$ cat src/design/dsa_pkg.sv
// constants and types shared by both ends of the debug serial access link
package dsa_pkg;
    localparam int SYS_NS = 25;
    localparam int LINK_NS = 200;
    localparam int GAP_NS = 200;
    localparam logic [3:0] HALF_M1 = 4'(LINK_NS / SYS_NS / 2 - 1);
    localparam logic [3:0] GAP_M1 = 4'(GAP_NS / SYS_NS - 1);
    localparam int FRAME_BITS = 17;
    localparam logic [4:0] LAST_BIT = 5'(FRAME_BITS - 1);
    localparam logic [16:0] RSP_DONE = 17'h0FFFF;
    localparam logic [16:0] RSP_NOTRDY = 17'h10000;
    localparam logic [16:0] RSP_BERR = 17'h10001;
    localparam logic [16:0] RSP_ILL = 17'h1FFFF;
    localparam logic [15:0] OP_NULL = 16'h0000;
    localparam logic [7:0] OP_READ_DATA_REG_CMD = 8'h21;
    localparam logic [7:0] OP_WRREG = 8'h20;
    localparam logic [3:0] OP_REGGRP = 4'h8;
    localparam logic [7:0] OP_READ = 8'h19;
    localparam logic [7:0] OP_WRITE = 8'h18;
    localparam logic [7:0] OP_DUMP = 8'h1D;
    localparam int SZ_LSB = 6;
    localparam logic [1:0] SZ_BYTE = 2'h0;
    localparam logic [1:0] SZ_WORD = 2'h1;
    localparam logic [1:0] SZ_LONG = 2'h2;
    localparam logic [1:0] SZ_RSVD = 2'h3;
    localparam int ATTR_TT_LSB = 3;
    localparam logic [3:0] HR_CMD = 4'h0;
    localparam logic [3:0] HR_STAT = 4'h4;
    localparam logic [3:0] HR_RESP = 4'h8;
    typedef enum logic [3:0] {
        S_CMD, S_AHI, S_ALO, S_DHI, S_DLO, S_RREG, S_MEM, S_RES, S_RLO
    } dsa_dev_st_t;
    typedef enum logic [1:0] {H_IDLE, H_LOW, H_HIGH, H_GAP} dsa_host_st_t;
endpackage : dsa_pkg

$ cat src/design/dsa_link_if.sv
// serial link between the debug host and the debug access device
`timescale 1ns/1ps
`default_nettype none
interface dsa_link_if;
    logic dsclk;
    logic dsi;
    logic dso;
    modport host (output dsclk, output dsi, input dso);
    modport dev (input dsclk, input dsi, output dso);
endinterface : dsa_link_if
`default_nettype wire

$ cat src/design/dsa_dev.sv
// device end: serial command execution for register and memory access
// Behaviour
// - register read returns upper half, then lower
// - register write replaces all 32 bits
// - register write while running gives bus error
// - host sends write operand upper half first
// - finished register write returns 0FFFF
// - memory attributes from low 5 attribute bits
// - word/long addresses forced to natural alignment
// - host follows memory read with long address
// - byte read low 16 bits; word 16, long 32
// - good read bit16 clear; error gives 10001
// - host sends write address then sized data
// - write returns 0FFFF, or 10001 on error
// - memory read sets block start for dumps
// - pointer advances by size, kept in register
// - dump legal only after dump, null, read
// - null command keeps the dump pointer
// - dump size decoded afresh each command
// - size 00 byte, 01 word, 10 long
// - host gives every address as two words
// - transfers during memory access get not-ready
// - valid results top bit 0, others 1
//
// The placing of the registers and the Avalon-MM register port are this design's own decisions.
`timescale 1ns/1ps
`default_nettype none
module dsa_dev (
    input wire logic sys_clk,
    input wire logic rst,
    dsa_link_if.dev link,
    input wire logic core_halted,
    input wire logic [4:0] attr_bits,
    output logic [3:0] reg_sel,
    output logic reg_wr,
    output logic [31:0] reg_wdata,
    input wire logic [31:0] reg_rdata,
    output logic mem_req,
    output logic mem_wr,
    output logic [1:0] mem_size,
    output logic [31:0] mem_addr,
    output logic [31:0] mem_wdata,
    output logic [1:0] mem_tt,
    output logic [2:0] mem_tm,
    input wire logic mem_ack,
    input wire logic mem_err,
    input wire logic [31:0] mem_rdata,
    output logic [31:0] bp_high_addr
);
    import dsa_pkg::*;

    typedef struct packed {
        logic clk_s1;
        logic clk_s2;
        logic clk_s3;
        logic di_s1;
        logic di_s2;
        logic [4:0] bitcnt;
        logic [15:0] rx;
        logic [16:0] sh;
        dsa_dev_st_t st;
        logic [15:0] cmd;
        logic [31:0] addr;
        logic [31:0] data;
        logic err;
        logic dump_ok;
        logic [31:0] bhar;
        logic [16:0] res_hi;
        logic [15:0] res_lo;
        logic long_res;
        logic mreq;
        logic mwr;
        logic [1:0] msz;
        logic [31:0] maddr;
        logic [31:0] mwdata;
        logic [4:0] mattr;
        logic rwr;
        logic [3:0] rsel;
        logic [31:0] rwdata;
    } dsa_dev_t;

    dsa_dev_t q;
    dsa_dev_t n;

    function automatic logic [31:0] align(input logic [31:0] a, input logic [1:0] sz);
        if (sz == SZ_WORD)
            align = {a[31:1], 1'b0};
        else if (sz == SZ_LONG)
            align = {a[31:2], 2'b00};
        else
            align = a;
    endfunction : align

    function automatic logic [31:0] step(input logic [1:0] sz);
        if (sz == SZ_WORD)
            step = 32'h00000002;
        else if (sz == SZ_LONG)
            step = 32'h00000004;
        else
            step = 32'h00000001;
    endfunction : step

    logic fend;
    logic go;
    logic [31:0] go_addr;
    logic [15:0] w;
    logic [1:0] wsz;
    logic wlow_ok;

    always_comb
    begin
        n = q;
        fend = 1'b0;
        go = 1'b0;
        go_addr = q.addr;
        n.clk_s1 = link.dsclk;
        n.clk_s2 = q.clk_s1;
        n.clk_s3 = q.clk_s2;
        n.di_s1 = link.dsi;
        n.di_s2 = q.di_s1;
        n.rwr = 1'b0;
        if (q.clk_s2 && !q.clk_s3)
        begin
            n.sh = {q.sh[15:0], 1'b0};
            n.rx = {q.rx[14:0], q.di_s2};
            if (q.bitcnt == LAST_BIT)
            begin
                n.bitcnt = 5'h00;
                fend = 1'b1;
            end
            else
                n.bitcnt = q.bitcnt + 5'h01;
        end
        w = n.rx;
        wsz = w[SZ_LSB+1:SZ_LSB];
        wlow_ok = (w[5:0] == 6'h00) && (wsz != SZ_RSVD);
        if (q.st == S_RREG)
        begin
            n.res_hi = {1'b0, reg_rdata[31:16]};
            n.res_lo = reg_rdata[15:0];
            n.long_res = 1'b1;
            n.st = S_RES;
        end
        if (q.mreq && mem_ack)
        begin
            n.mreq = 1'b0;
            n.st = S_RES;
            n.long_res = !q.mwr && !mem_err && (q.msz == SZ_LONG);
            n.res_lo = mem_rdata[15:0];
            if (mem_err)
                n.res_hi = RSP_BERR;
            else if (q.mwr)
                n.res_hi = RSP_DONE;
            else if (q.msz == SZ_LONG)
                n.res_hi = {1'b0, mem_rdata[31:16]};
            else
                n.res_hi = {1'b0, mem_rdata[15:0]};
            if (!q.mwr)
                n.bhar = q.maddr + step(q.msz);
        end
        if (fend)
        begin
            n.sh = RSP_NOTRDY;
            case (q.st)
                S_CMD:
                begin
                    n.sh = RSP_ILL;
                    n.dump_ok = 1'b0;
                    n.cmd = w;
                    if (w == OP_NULL)
                    begin
                        n.sh = RSP_DONE;
                        n.dump_ok = q.dump_ok;
                    end
                    else if (w[15:8] == OP_READ_DATA_REG_CMD && w[7:4] == OP_REGGRP)
                    begin
                        if (core_halted)
                        begin
                            n.rsel = w[3:0];
                            n.st = S_RREG;
                            n.sh = RSP_NOTRDY;
                        end
                        else
                            n.sh = RSP_BERR;
                    end
                    else if (w[15:8] == OP_WRREG && w[7:4] == OP_REGGRP)
                    begin
                        n.err = !core_halted;
                        n.st = S_DHI;
                        n.sh = RSP_NOTRDY;
                    end
                    else if ((w[15:8] == OP_READ || w[15:8] == OP_WRITE) && wlow_ok)
                    begin
                        n.dump_ok = (w[15:8] == OP_READ);
                        n.st = S_AHI;
                        n.sh = RSP_NOTRDY;
                    end
                    else if (w[15:8] == OP_DUMP && wlow_ok && q.dump_ok)
                    begin
                        n.dump_ok = 1'b1;
                        go = 1'b1;
                        go_addr = q.bhar;
                    end
                end
                S_AHI:
                begin
                    n.addr[31:16] = w;
                    n.st = S_ALO;
                end
                S_ALO:
                begin
                    n.addr[15:0] = w;
                    go_addr = {q.addr[31:16], w};
                    n.data = 32'h00000000;
                    if (q.cmd[15:8] == OP_WRITE)
                        n.st = (q.cmd[SZ_LSB+1:SZ_LSB] == SZ_LONG) ? S_DHI : S_DLO;
                    else
                        go = 1'b1;
                end
                S_DHI:
                begin
                    n.data[31:16] = w;
                    n.st = S_DLO;
                end
                S_DLO:
                begin
                    n.data[15:0] = w;
                    if (q.cmd[15:8] == OP_WRREG)
                    begin
                        n.st = S_CMD;
                        if (q.err)
                            n.sh = RSP_BERR;
                        else
                        begin
                            n.rwr = 1'b1;
                            n.rsel = q.cmd[3:0];
                            n.rwdata = {q.data[31:16], w};
                            n.sh = RSP_DONE;
                        end
                    end
                    else
                        go = 1'b1;
                end
                S_RES:
                begin
                    n.sh = q.res_hi;
                    n.st = q.long_res ? S_RLO : S_CMD;
                end
                S_RLO:
                begin
                    n.sh = {1'b0, q.res_lo};
                    n.st = S_CMD;
                end
                default:
                    n.sh = RSP_NOTRDY;
            endcase
        end
        if (go)
        begin
            n.mreq = 1'b1;
            n.mwr = (q.cmd[15:8] == OP_WRITE) && (q.st != S_CMD);
            n.msz = (q.st == S_CMD) ? wsz : q.cmd[SZ_LSB+1:SZ_LSB];
            n.maddr = align(go_addr, n.msz);
            n.mwdata = n.data;
            n.mattr = attr_bits;
            n.st = S_MEM;
            n.sh = RSP_NOTRDY;
        end
    end

    always_ff @(posedge sys_clk or posedge rst)
    begin
        if (rst)
            q <= '0;
        else
            q <= n;
    end

    assign link.dso = q.sh[16];
    assign reg_sel = q.rsel;
    assign reg_wr = q.rwr;
    assign reg_wdata = q.rwdata;
    assign mem_req = q.mreq;
    assign mem_wr = q.mwr;
    assign mem_size = q.msz;
    assign mem_addr = q.maddr;
    assign mem_wdata = q.mwdata;
    assign mem_tt = q.mattr[4:ATTR_TT_LSB];
    assign mem_tm = q.mattr[ATTR_TT_LSB-1:0];
    assign bp_high_addr = q.bhar;
endmodule : dsa_dev
`default_nettype wire

$ cat src/flat_wrapper.sv
// flat-port wrapper written by rule: the top's interface ports become plain ports
module dsa_dev_flat import dsa_pkg::*;
  (sys_clk, rst, core_halted, attr_bits, reg_sel, reg_wr, reg_wdata, reg_rdata, mem_req, mem_wr, mem_size, mem_addr, mem_wdata, mem_tt, mem_tm, mem_ack, mem_err, mem_rdata, bp_high_addr, link_dsclk, link_dsi, link_dso);
  dsa_link_if link_i ();
  input wire logic sys_clk;
  input wire logic rst;
  input wire logic core_halted;
  input wire logic [4:0] attr_bits;
  output logic [3:0] reg_sel;
  output logic reg_wr;
  output logic [31:0] reg_wdata;
  input wire logic [31:0] reg_rdata;
  output logic mem_req;
  output logic mem_wr;
  output logic [1:0] mem_size;
  output logic [31:0] mem_addr;
  output logic [31:0] mem_wdata;
  output logic [1:0] mem_tt;
  output logic [2:0] mem_tm;
  input wire logic mem_ack;
  input wire logic mem_err;
  input wire logic [31:0] mem_rdata;
  output logic [31:0] bp_high_addr;
  input wire logic [$bits(link_i.dsclk)-1:0] link_dsclk;
  input wire logic [$bits(link_i.dsi)-1:0] link_dsi;
  output wire logic [$bits(link_i.dso)-1:0] link_dso;
  assign link_i.dsclk = link_dsclk;
  assign link_i.dsi = link_dsi;
  assign link_dso = link_i.dso;
  dsa_dev u_core (.sys_clk(sys_clk), .rst(rst), .link(link_i), .core_halted(core_halted), .attr_bits(attr_bits), .reg_sel(reg_sel), .reg_wr(reg_wr), .reg_wdata(reg_wdata), .reg_rdata(reg_rdata), .mem_req(mem_req), .mem_wr(mem_wr), .mem_size(mem_size), .mem_addr(mem_addr), .mem_wdata(mem_wdata), .mem_tt(mem_tt), .mem_tm(mem_tm), .mem_ack(mem_ack), .mem_err(mem_err), .mem_rdata(mem_rdata), .bp_high_addr(bp_high_addr));
endmodule
$ cat config.mk
export PLATFORM = sky130hd
export DESIGN_NAME = dsa_dev_flat
export DESIGN_NICKNAME = d
export VERILOG_FILES = /design/src/design/dsa_pkg.sv /design/src/design/dsa_link_if.sv /design/src/design/dsa_dev.sv /design/src/flat_wrapper.sv
export SDC_FILE = /design/constraint.sdc
export NUM_CORES = 1
export LEC_CHECK = 0
export ABC_AREA = 1
export BUFFER_PORTS_ARGS = -buffer_cell sky130_fd_sc_hd__buf_2
export CAP_MARGIN = 20
export CORE_MARGIN = 2
export CORE_UTILIZATION = 58
export CTS_CLUSTER_DIAMETER = 40
export CTS_CLUSTER_SIZE = 25
export DETAILED_ROUTE_END_ITERATION = 10
export PLACE_DENSITY = 0.85
export SLEW_MARGIN = 20
export SYNTH_ARGS = -nofsm -noshare
export SYNTH_HDL_FRONTEND = slang
export SYNTH_SLANG_ARGS = --single-unit
$ cat constraint.sdc
create_clock -name sys_clk -period 11.2 [get_ports sys_clk]
set_input_delay 0 -clock sys_clk [delete_from_list [all_inputs] [get_ports sys_clk]]
set_output_delay 0 -clock sys_clk [all_outputs]
set_load 0.01 [all_outputs]
After elaboration in Yosys (flattened, before gate mapping) --
Index checks and enable logic that the tools add are counted.
Cells by class: add/subtract/negate cells 2, equality and inequality tests 27, mux-type cells 72, bitwise logic cells 4, reduce and logical (&&, ||, !) cells 32
Operator list (number):
- 2-to-1 mux 32 bit | 10
- 2-to-1 mux 37 bit | 3
- 2-to-1 mux 103 bit | 1
- 2-to-1 mux 21 bit | 4
- 2-to-1 mux 73 bit | 1
- 2-to-1 mux 17 bit | 4
- one-hot mux 17 bit (4 select lines) | 1
- 2-to-1 mux 16 bit | 4
- one-hot mux 16 bit (2 select lines) | 2
- one-hot mux 32 bit (2 select lines) | 1
- 2-to-1 mux 4 bit | 9
- 2-to-1 mux 35 bit | 1
- 2-to-1 mux 34 bit | 1
- 2-to-1 mux 33 bit | 1
- adder 32 bit | 1
- == test 8 x 5 -> 1 bit (second input constant) | 4
- one-hot mux 4 bit (7 select lines) | 1
- == test 8 x 6 -> 1 bit (second input constant) | 3
- 2-to-1 mux 20 bit | 1
- 2-to-1 mux 1 bit | 17
- zero test 16 bit | 1
- == test 4 x 3 -> 1 bit (second input constant) | 3
- logical AND 1 bit | 11
- 2-to-1 mux 2 bit | 5
- other kinds (26) | 47
Storage, ports and cells: register bits after elaboration 305, input port bits 76, output and inout bits 143, logic and storage cells 165

Depth between registers and ports, before layout --
word-level depth 17, mapped depth 18, gate-level depth less buffers 18

Worst setup path after synthesis --
No wires, ideal clock.
path kind register to register, start point register u_core.q, in the netlist u_core.mem_size[0], end point register u_core.q, in the netlist u_core.bp_high_addr[24], library setup time 0.117 ns, data arrival time 2.685 ns, data required time 11.083 ns, slack 8.398 ns, cell stages (with the launch flop) 19, path buffers 0, clock period less this slack 2.802 ns, cells stage by stage dfrtp_1 -> inv_1 -> ha_1 -> ha_1 -> inv_1 -> fa_1 -> inv_1 -> nand2_1 -> a21oi_1 -> nand2_1 -> nor2_1 -> nand2_1 -> nor2_1 -> nand2_1 -> nor2_1 -> nand2_1 -> xor2_1 -> nand2_1 -> nand2_1
On the way: longest elaborated chain between the ends 6, elaborated cells on any way between the ends 7, those cells by class add/sub: 1; eq/ne: 2; mux: 4
Ends and longest elaborated chain:
- start: declaration | RTL line dsa_dev.sv:82 | dsa_dev_t q;
- start signal: assignment | RTL line dsa_dev.sv:276 | q <= n;
- == test 2 bit | RTL line dsa_dev.sv:97 | else if (sz == SZ_LONG)
- 2-to-1 mux 3 bit | RTL line dsa_dev.sv:97
- 2-to-1 mux 32 bit * | RTL line dsa_dev.sv:95 | if (sz == SZ_WORD)
- 2-to-1 mux 32 bit * | RTL line dsa_dev.sv:158 | if (!q.mwr)
- 2-to-1 mux 32 bit * | RTL line dsa_dev.sv:144 | if (q.mreq && mem_ack)
- adder 32 bit * | RTL line dsa_dev.sv:159 | n.bhar = q.maddr + step(q.msz);
Every way passes the cells marked *; elsewhere a longest branch is shown, timed or not. The select of a mux whose other input is x is not followed. A chain may end at the register's enable or synchronous reset.

Worst setup path after layout --
start point register u_core.q[302] (netlist name), end point register u_core.q, in the netlist u_core.mem_addr[0]
On the way: longest elaborated chain between the ends 16, elaborated cells on any way between the ends 39, those cells by class eq/ne: 9; mux: 19; reduce/logical: 11
Ends and longest elaborated chain:
- zero test 1 bit * | RTL line dsa_dev.sv:122 | if (q.clk_s2 && !q.clk_s3)
- logical AND 1 bit * | RTL line dsa_dev.sv:122
- 2-to-1 mux 33 bit | RTL line dsa_dev.sv:122
- zero test 6 bit or != test 2 bit (tied branches) | RTL line dsa_dev.sv:136 | wlow_ok = (w[5:0] == 6'h00) && (wsz != SZ_RSVD);
- logical AND 1 bit | RTL line dsa_dev.sv:136
- logical AND 1 bit (2 in series) | RTL line dsa_dev.sv:198 | else if (w[15:8] == OP_DUMP && wlow_ok && q.dump_ok)
- 2-to-1 mux 32 bit | RTL line dsa_dev.sv:198
- 2-to-1 mux 32 bit | RTL line dsa_dev.sv:192 | else if ((w[15:8] == OP_READ || w[15:8] == OP_WRITE) && wlow_ok)
- 2-to-1 mux 32 bit | RTL line dsa_dev.sv:186 | else if (w[15:8] == OP_WRREG && w[7:4] == OP_REGGRP)
- 2-to-1 mux 32 bit | RTL line dsa_dev.sv:175 | else if (w[15:8] == OP_READ_DATA_REG_CMD && w[7:4] == OP_REGGRP)
- 2-to-1 mux 32 bit | RTL line dsa_dev.sv:170 | if (w == OP_NULL)
- one-hot mux 32 bit (2 select lines) | RTL line dsa_dev.sv:164 | case (q.st)
- 2-to-1 mux 32 bit | RTL line dsa_dev.sv:161 | if (fend)
- 2-to-1 mux 2 bit | RTL line dsa_dev.sv:88 | else if (sz == SZ_LONG)
- 2-to-1 mux 2 bit | RTL line dsa_dev.sv:86 | if (sz == SZ_WORD)
Marks and branches as above.

==> summary.txt <==
max-slew violations - 0
CP max-delay cell - nor2_2
Placed Cells - 2306
Die X - 167.1 µm
Internal Power - 2.080 mW
Hold Crit Depth - 2
Worst-path clk slew - 0.07 ns
root buf cell - clkbuf_16
CTS resizes - 0
synth unique cells - 40
outcome - completed
CTS tree - built
PwrDens - 167.6 mW/mm²
Yosys top cell area share - 0.4916
share of power burned in registers - 0.422
Clk pwr share - 0.404
reg2reg end - u_core.mem_addr[0]
post-route setup TNS - 0 ns
post-synthesis sequential area ratio - 0.4916
routed wire length - 43580 µm
RSZ-0062 raised after global routing - false
Detailed Route Iter0 Violations - 1431
Peak VDD IR - 119.8 µV
vias per inst - 5.637
Final Cycle Share - 0.3870
DP Area - 0.01564 mm²
cell family with most CP delay - simple AND/OR/NAND/NOR gates
Non-Filler Instances - 2442
H-Tree Depth - 2
DRC viols - 0
area grow syn2layout - 14.33%
total CTS buffers - 35
Worst-Margin Slew - 1.133 ns
max-cap check violation count - 0
crit start category - register
Routability Congestion - 0.9303
Sequential Area - 0.007582 mm²
Slew HR - 0.2367
Setup CP Type - register to register
Max Root-Sink Buffers - 3
Worst EP required - 11.64 ns
fin crit period - 4.335 ns
I/O Buffers - 218
crit path cell chain - inv_2, nand2_2, buf_12, nor2_2, nand2_1, nor2_1, nand2_1, nand2_1, nor2_1, inv_1, nand2_4, nor2_1, nand3_1, nand2_1
top cells by area, synth - dfrtp_1 49%, nand2_1 15%, buf_4 7.0%, o21ai_0 6.5%, inv_1 5.0%
worst path arrival time - 4.78 ns
clock sink count - 303
flop2flop setup slack - 6.87 ns
Worst Skew - 0.02303 ns
total power - 2.955 mW
Finish-stage setup viols - 0
Largest stage delay, worst path - 0.68 ns
Ports - 219
DR pass1 iterations - 5
Die ar. - 0.02792 mm²
HPWL Detailed - 27920 µm
HP Class - primary input to register
Inserted Diodes - 0
largest net degree at the start of global routing - 140
Die Ht - 167.1 µm
FF-to-FF Start - u_core.q[302]
worst-path fanout max - 93
Fillers - 2016
Worst Hold Path EP - u_core.n[303]
Synth Register Bits - 303
row cnt - 59
cell area after synthesis - 0.01542 mm²
Util after Layout - 0.6767
combinational power share - 0.174
Overflow after GRT - 0
Synth Net Count - 2043
Post-CTS Setup Inserts - 0
Yosys Warn Count - 0
switching share of total power - 0.2959
starting density of the core - 0.5919
R2R cell count - 14
antenna violations before repair - 0
first-pass GRT wire length - 69920 µm
total core area - 0.02606 mm²
Clock Latency Late Sink - 0.52 ns
Cells after Synth - 1959
Finished Cell Area - 0.01763 mm²
Vias - 13770
fraction of layout instances using a drive strength above 1 - 0.1552
crit path buf inv count - 3
Detail Route Antenna Nets - 0
Leak - 9.064 nW
All-Layer GR Usage - 0.3109
Synth area leader - dfrtp_1
vias in the first global route - 13580
Multi-input gate area - 0.005679 mm²
Crit. End Element - register
syn avg cell area - 7.874 µm²
WL per Instance - 17.85 µm
min-delay src - link_dsclk
Max Fclk - 230.7 MHz
Layout Nets - 2168
crit-path most repeated cell - nand2_1
net switching power - 0.8744 mW
Hold Fails Final Rpt - 0
[registers in the layout, summed over array words and instances, names as in the netlist]
signal,cells
u_core.mem_wr,1
u_core.q,157
u_core.reg_wdata,32
u_core.mem_size,2
u_core.bp_high_addr,32
u_core.mem_addr,32
u_core.n,3
u_core.mem_req,1
u_core.mem_tt,2
u_core.link.dso,1
u_core.mem_tm,3
u_core.reg_wr,1
u_core.reg_sel,4
u_core.mem_wdata,32
[kinds of logic after synthesis]
group / after synthesis / synth area share
AO/OA/AOI/OAI: 348 / 0.1248
flip-flops: 303 / 0.4916
AND/OR/NAND/NOR: 850 / 0.2217
buffers and inverters: 427 / 0.1420
adder cells (fa/ha/maj): 8 / 0.006976
XOR/XNOR: 23 / 0.01306
[metal layers]
| layer | GRT usage | vias up | share of wire |
|---|---|---|---|
| met1 | 0.4015 | 6488 | 0.38 |
| met4 | 0.1469 | 0 | 0.049 |
| met2 | 0.5126 | 791 | 0.48 |
| met5 | 0 | - | 0 |
| met3 | 0.05442 | 155 | 0.089 |
| li1 | - | 6332 | - |
[worst register-to-register path, cell delays in order, from the launching register on]
cell     delay [ns]
dfrtp_1        0.40
inv_2          0.11
nand2_2        0.29
buf_12         0.30
nor2_2         0.69
nand2_1        0.20
nor2_1         0.23
nand2_1        0.52
nand2_1        0.24
nor2_1         0.10
inv_1          0.11
nand2_4        0.54
nor2_1         0.36
nand3_1        0.11
nand2_1        0.07
[layout make-up]
| type | instances | area share |
|---|---|---|
| flip-flops and latches | 303 | 0.4300 |
| multi-input cells | 1229 | 0.3221 |
| repair buffers | 304 | 0.1100 |
| clock buffers | 40 | 0.05428 |
| inverters | 211 | 0.04534 |
| well taps | 335 | 0.02377 |
| clock inverters | 20 | 0.01455 |
[per-stage QoR]
stage	setup slack [ns]	hold slack [ns]
2_1_floorplan	2.826	0.03143
3_3_place_gp	6.909	0.1095
3_5_place_dp	6.772	0.1093
4_1_cts	6.642	0.1089
5_1_grt	6.324	0.1277
6_report	6.865	0.1254
[power by group through the flow]
stage	combinational [mW]	clock, mW	sequential (mW)
after detailed placement	0.430	0	1.26
after floorplan	0.302	0	1.25
after global placement	0.416	0	1.26
after CTS	0.495	1.20	1.24
final	0.513	1.19	1.25
after global routing	0.569	1.25	1.26
[cell usage in the layout (no fill, tap or decap), types with 3 or more instances in the layout]
cell type | netlist | routed
dlygate4sd3_1 | 0 | 75
clkbuf_16 | 0 | 37
nand2_2 | 6 | 6
inv_6 | 0 | 3
nor2_2 | 6 | 8
inv_8 | 0 | 4
buf_2 | 15 | 218
buf_4 | 143 | 9
clkinv_2 | 0 | 5
xor2_1 | 17 | 17
nand2_1 | 608 | 607
o22ai_1 | 8 | 8
nand3_1 | 61 | 61
xnor2_1 | 6 | 6
o21ai_0 | 199 | 197
nor2_1 | 122 | 120
inv_2 | 7 | 7
a31oi_1 | 23 | 23
bufinv_16 | 0 | 3
nor4_1 | 3 | 3
nand4_1 | 12 | 12
ha_1 | 7 | 6
a21oi_1 | 33 | 33
nor3_1 | 23 | 23
a22oi_1 | 17 | 17
inv_1 | 204 | 203
nor2_4 | 3 | 3
o21ai_1 | 35 | 36
o211ai_1 | 21 | 21
o21ai_2 | 7 | 7
dfrtp_1 | 303 | 303
[timing repair]
item | in CTS | in global routing
hold endpoints to repair | 182 | 0
endpoints found under the setup margin | 0 | 0
hold buffers | 75 | 0
[cells in the mapped netlist]
cell type / number
o21ai_0: 199
a21oi_1: 33
o31ai_1: 1
clkbuf_1: 51
nand3_4: 1
o21ai_1: 35
a211oi_1: 1
nand3_1: 61
o211ai_1: 21
nand4_2: 1
fa_1: 1
o31a_1: 1
dfrtp_1: 303
nor4_1: 3
buf_4: 143
buf_6: 4
buf_2: 15
buf_1: 2
ha_1: 7
nor3_1: 23
nor2_1: 122
a31oi_1: 23
o21ai_2: 7
inv_1: 204
o21bai_1: 1
o22ai_1: 8
clkbuf_2: 1
inv_2: 7
xor2_1: 17
nor2_2: 6
nand4_1: 12
nor2_4: 3
and2_1: 2
or2_2: 1
nand3b_1: 1
a22oi_1: 17
a21oi_4: 1
nand2_1: 608
nand2_2: 6
xnor2_1: 6
[how the worst max path moves through the flow]
| stage | startpoint | end | slack (ns) | cells past startpoint |
|---|---|---|---|---|
| finish | u_core.q[302] | u_core.mem_addr[0] | 6.87 | 14 |
| global route | u_core.q[302] | u_core.mem_addr[0] | 6.32 | 14 |
| CTS | u_core.n[302] | u_core.mem_addr[0] | 6.64 | 12 |
| detailed placement | u_core.n[302] | u_core.mem_addr[0] | 6.77 | 12 |
| global placement | u_core.n[302] | u_core.mem_addr[0] | 6.91 | 12 |
| floorplan | rst | u_core.bp_high_addr[0] | 2.83 | 1 |
Power figures use the tool's default switching activity.
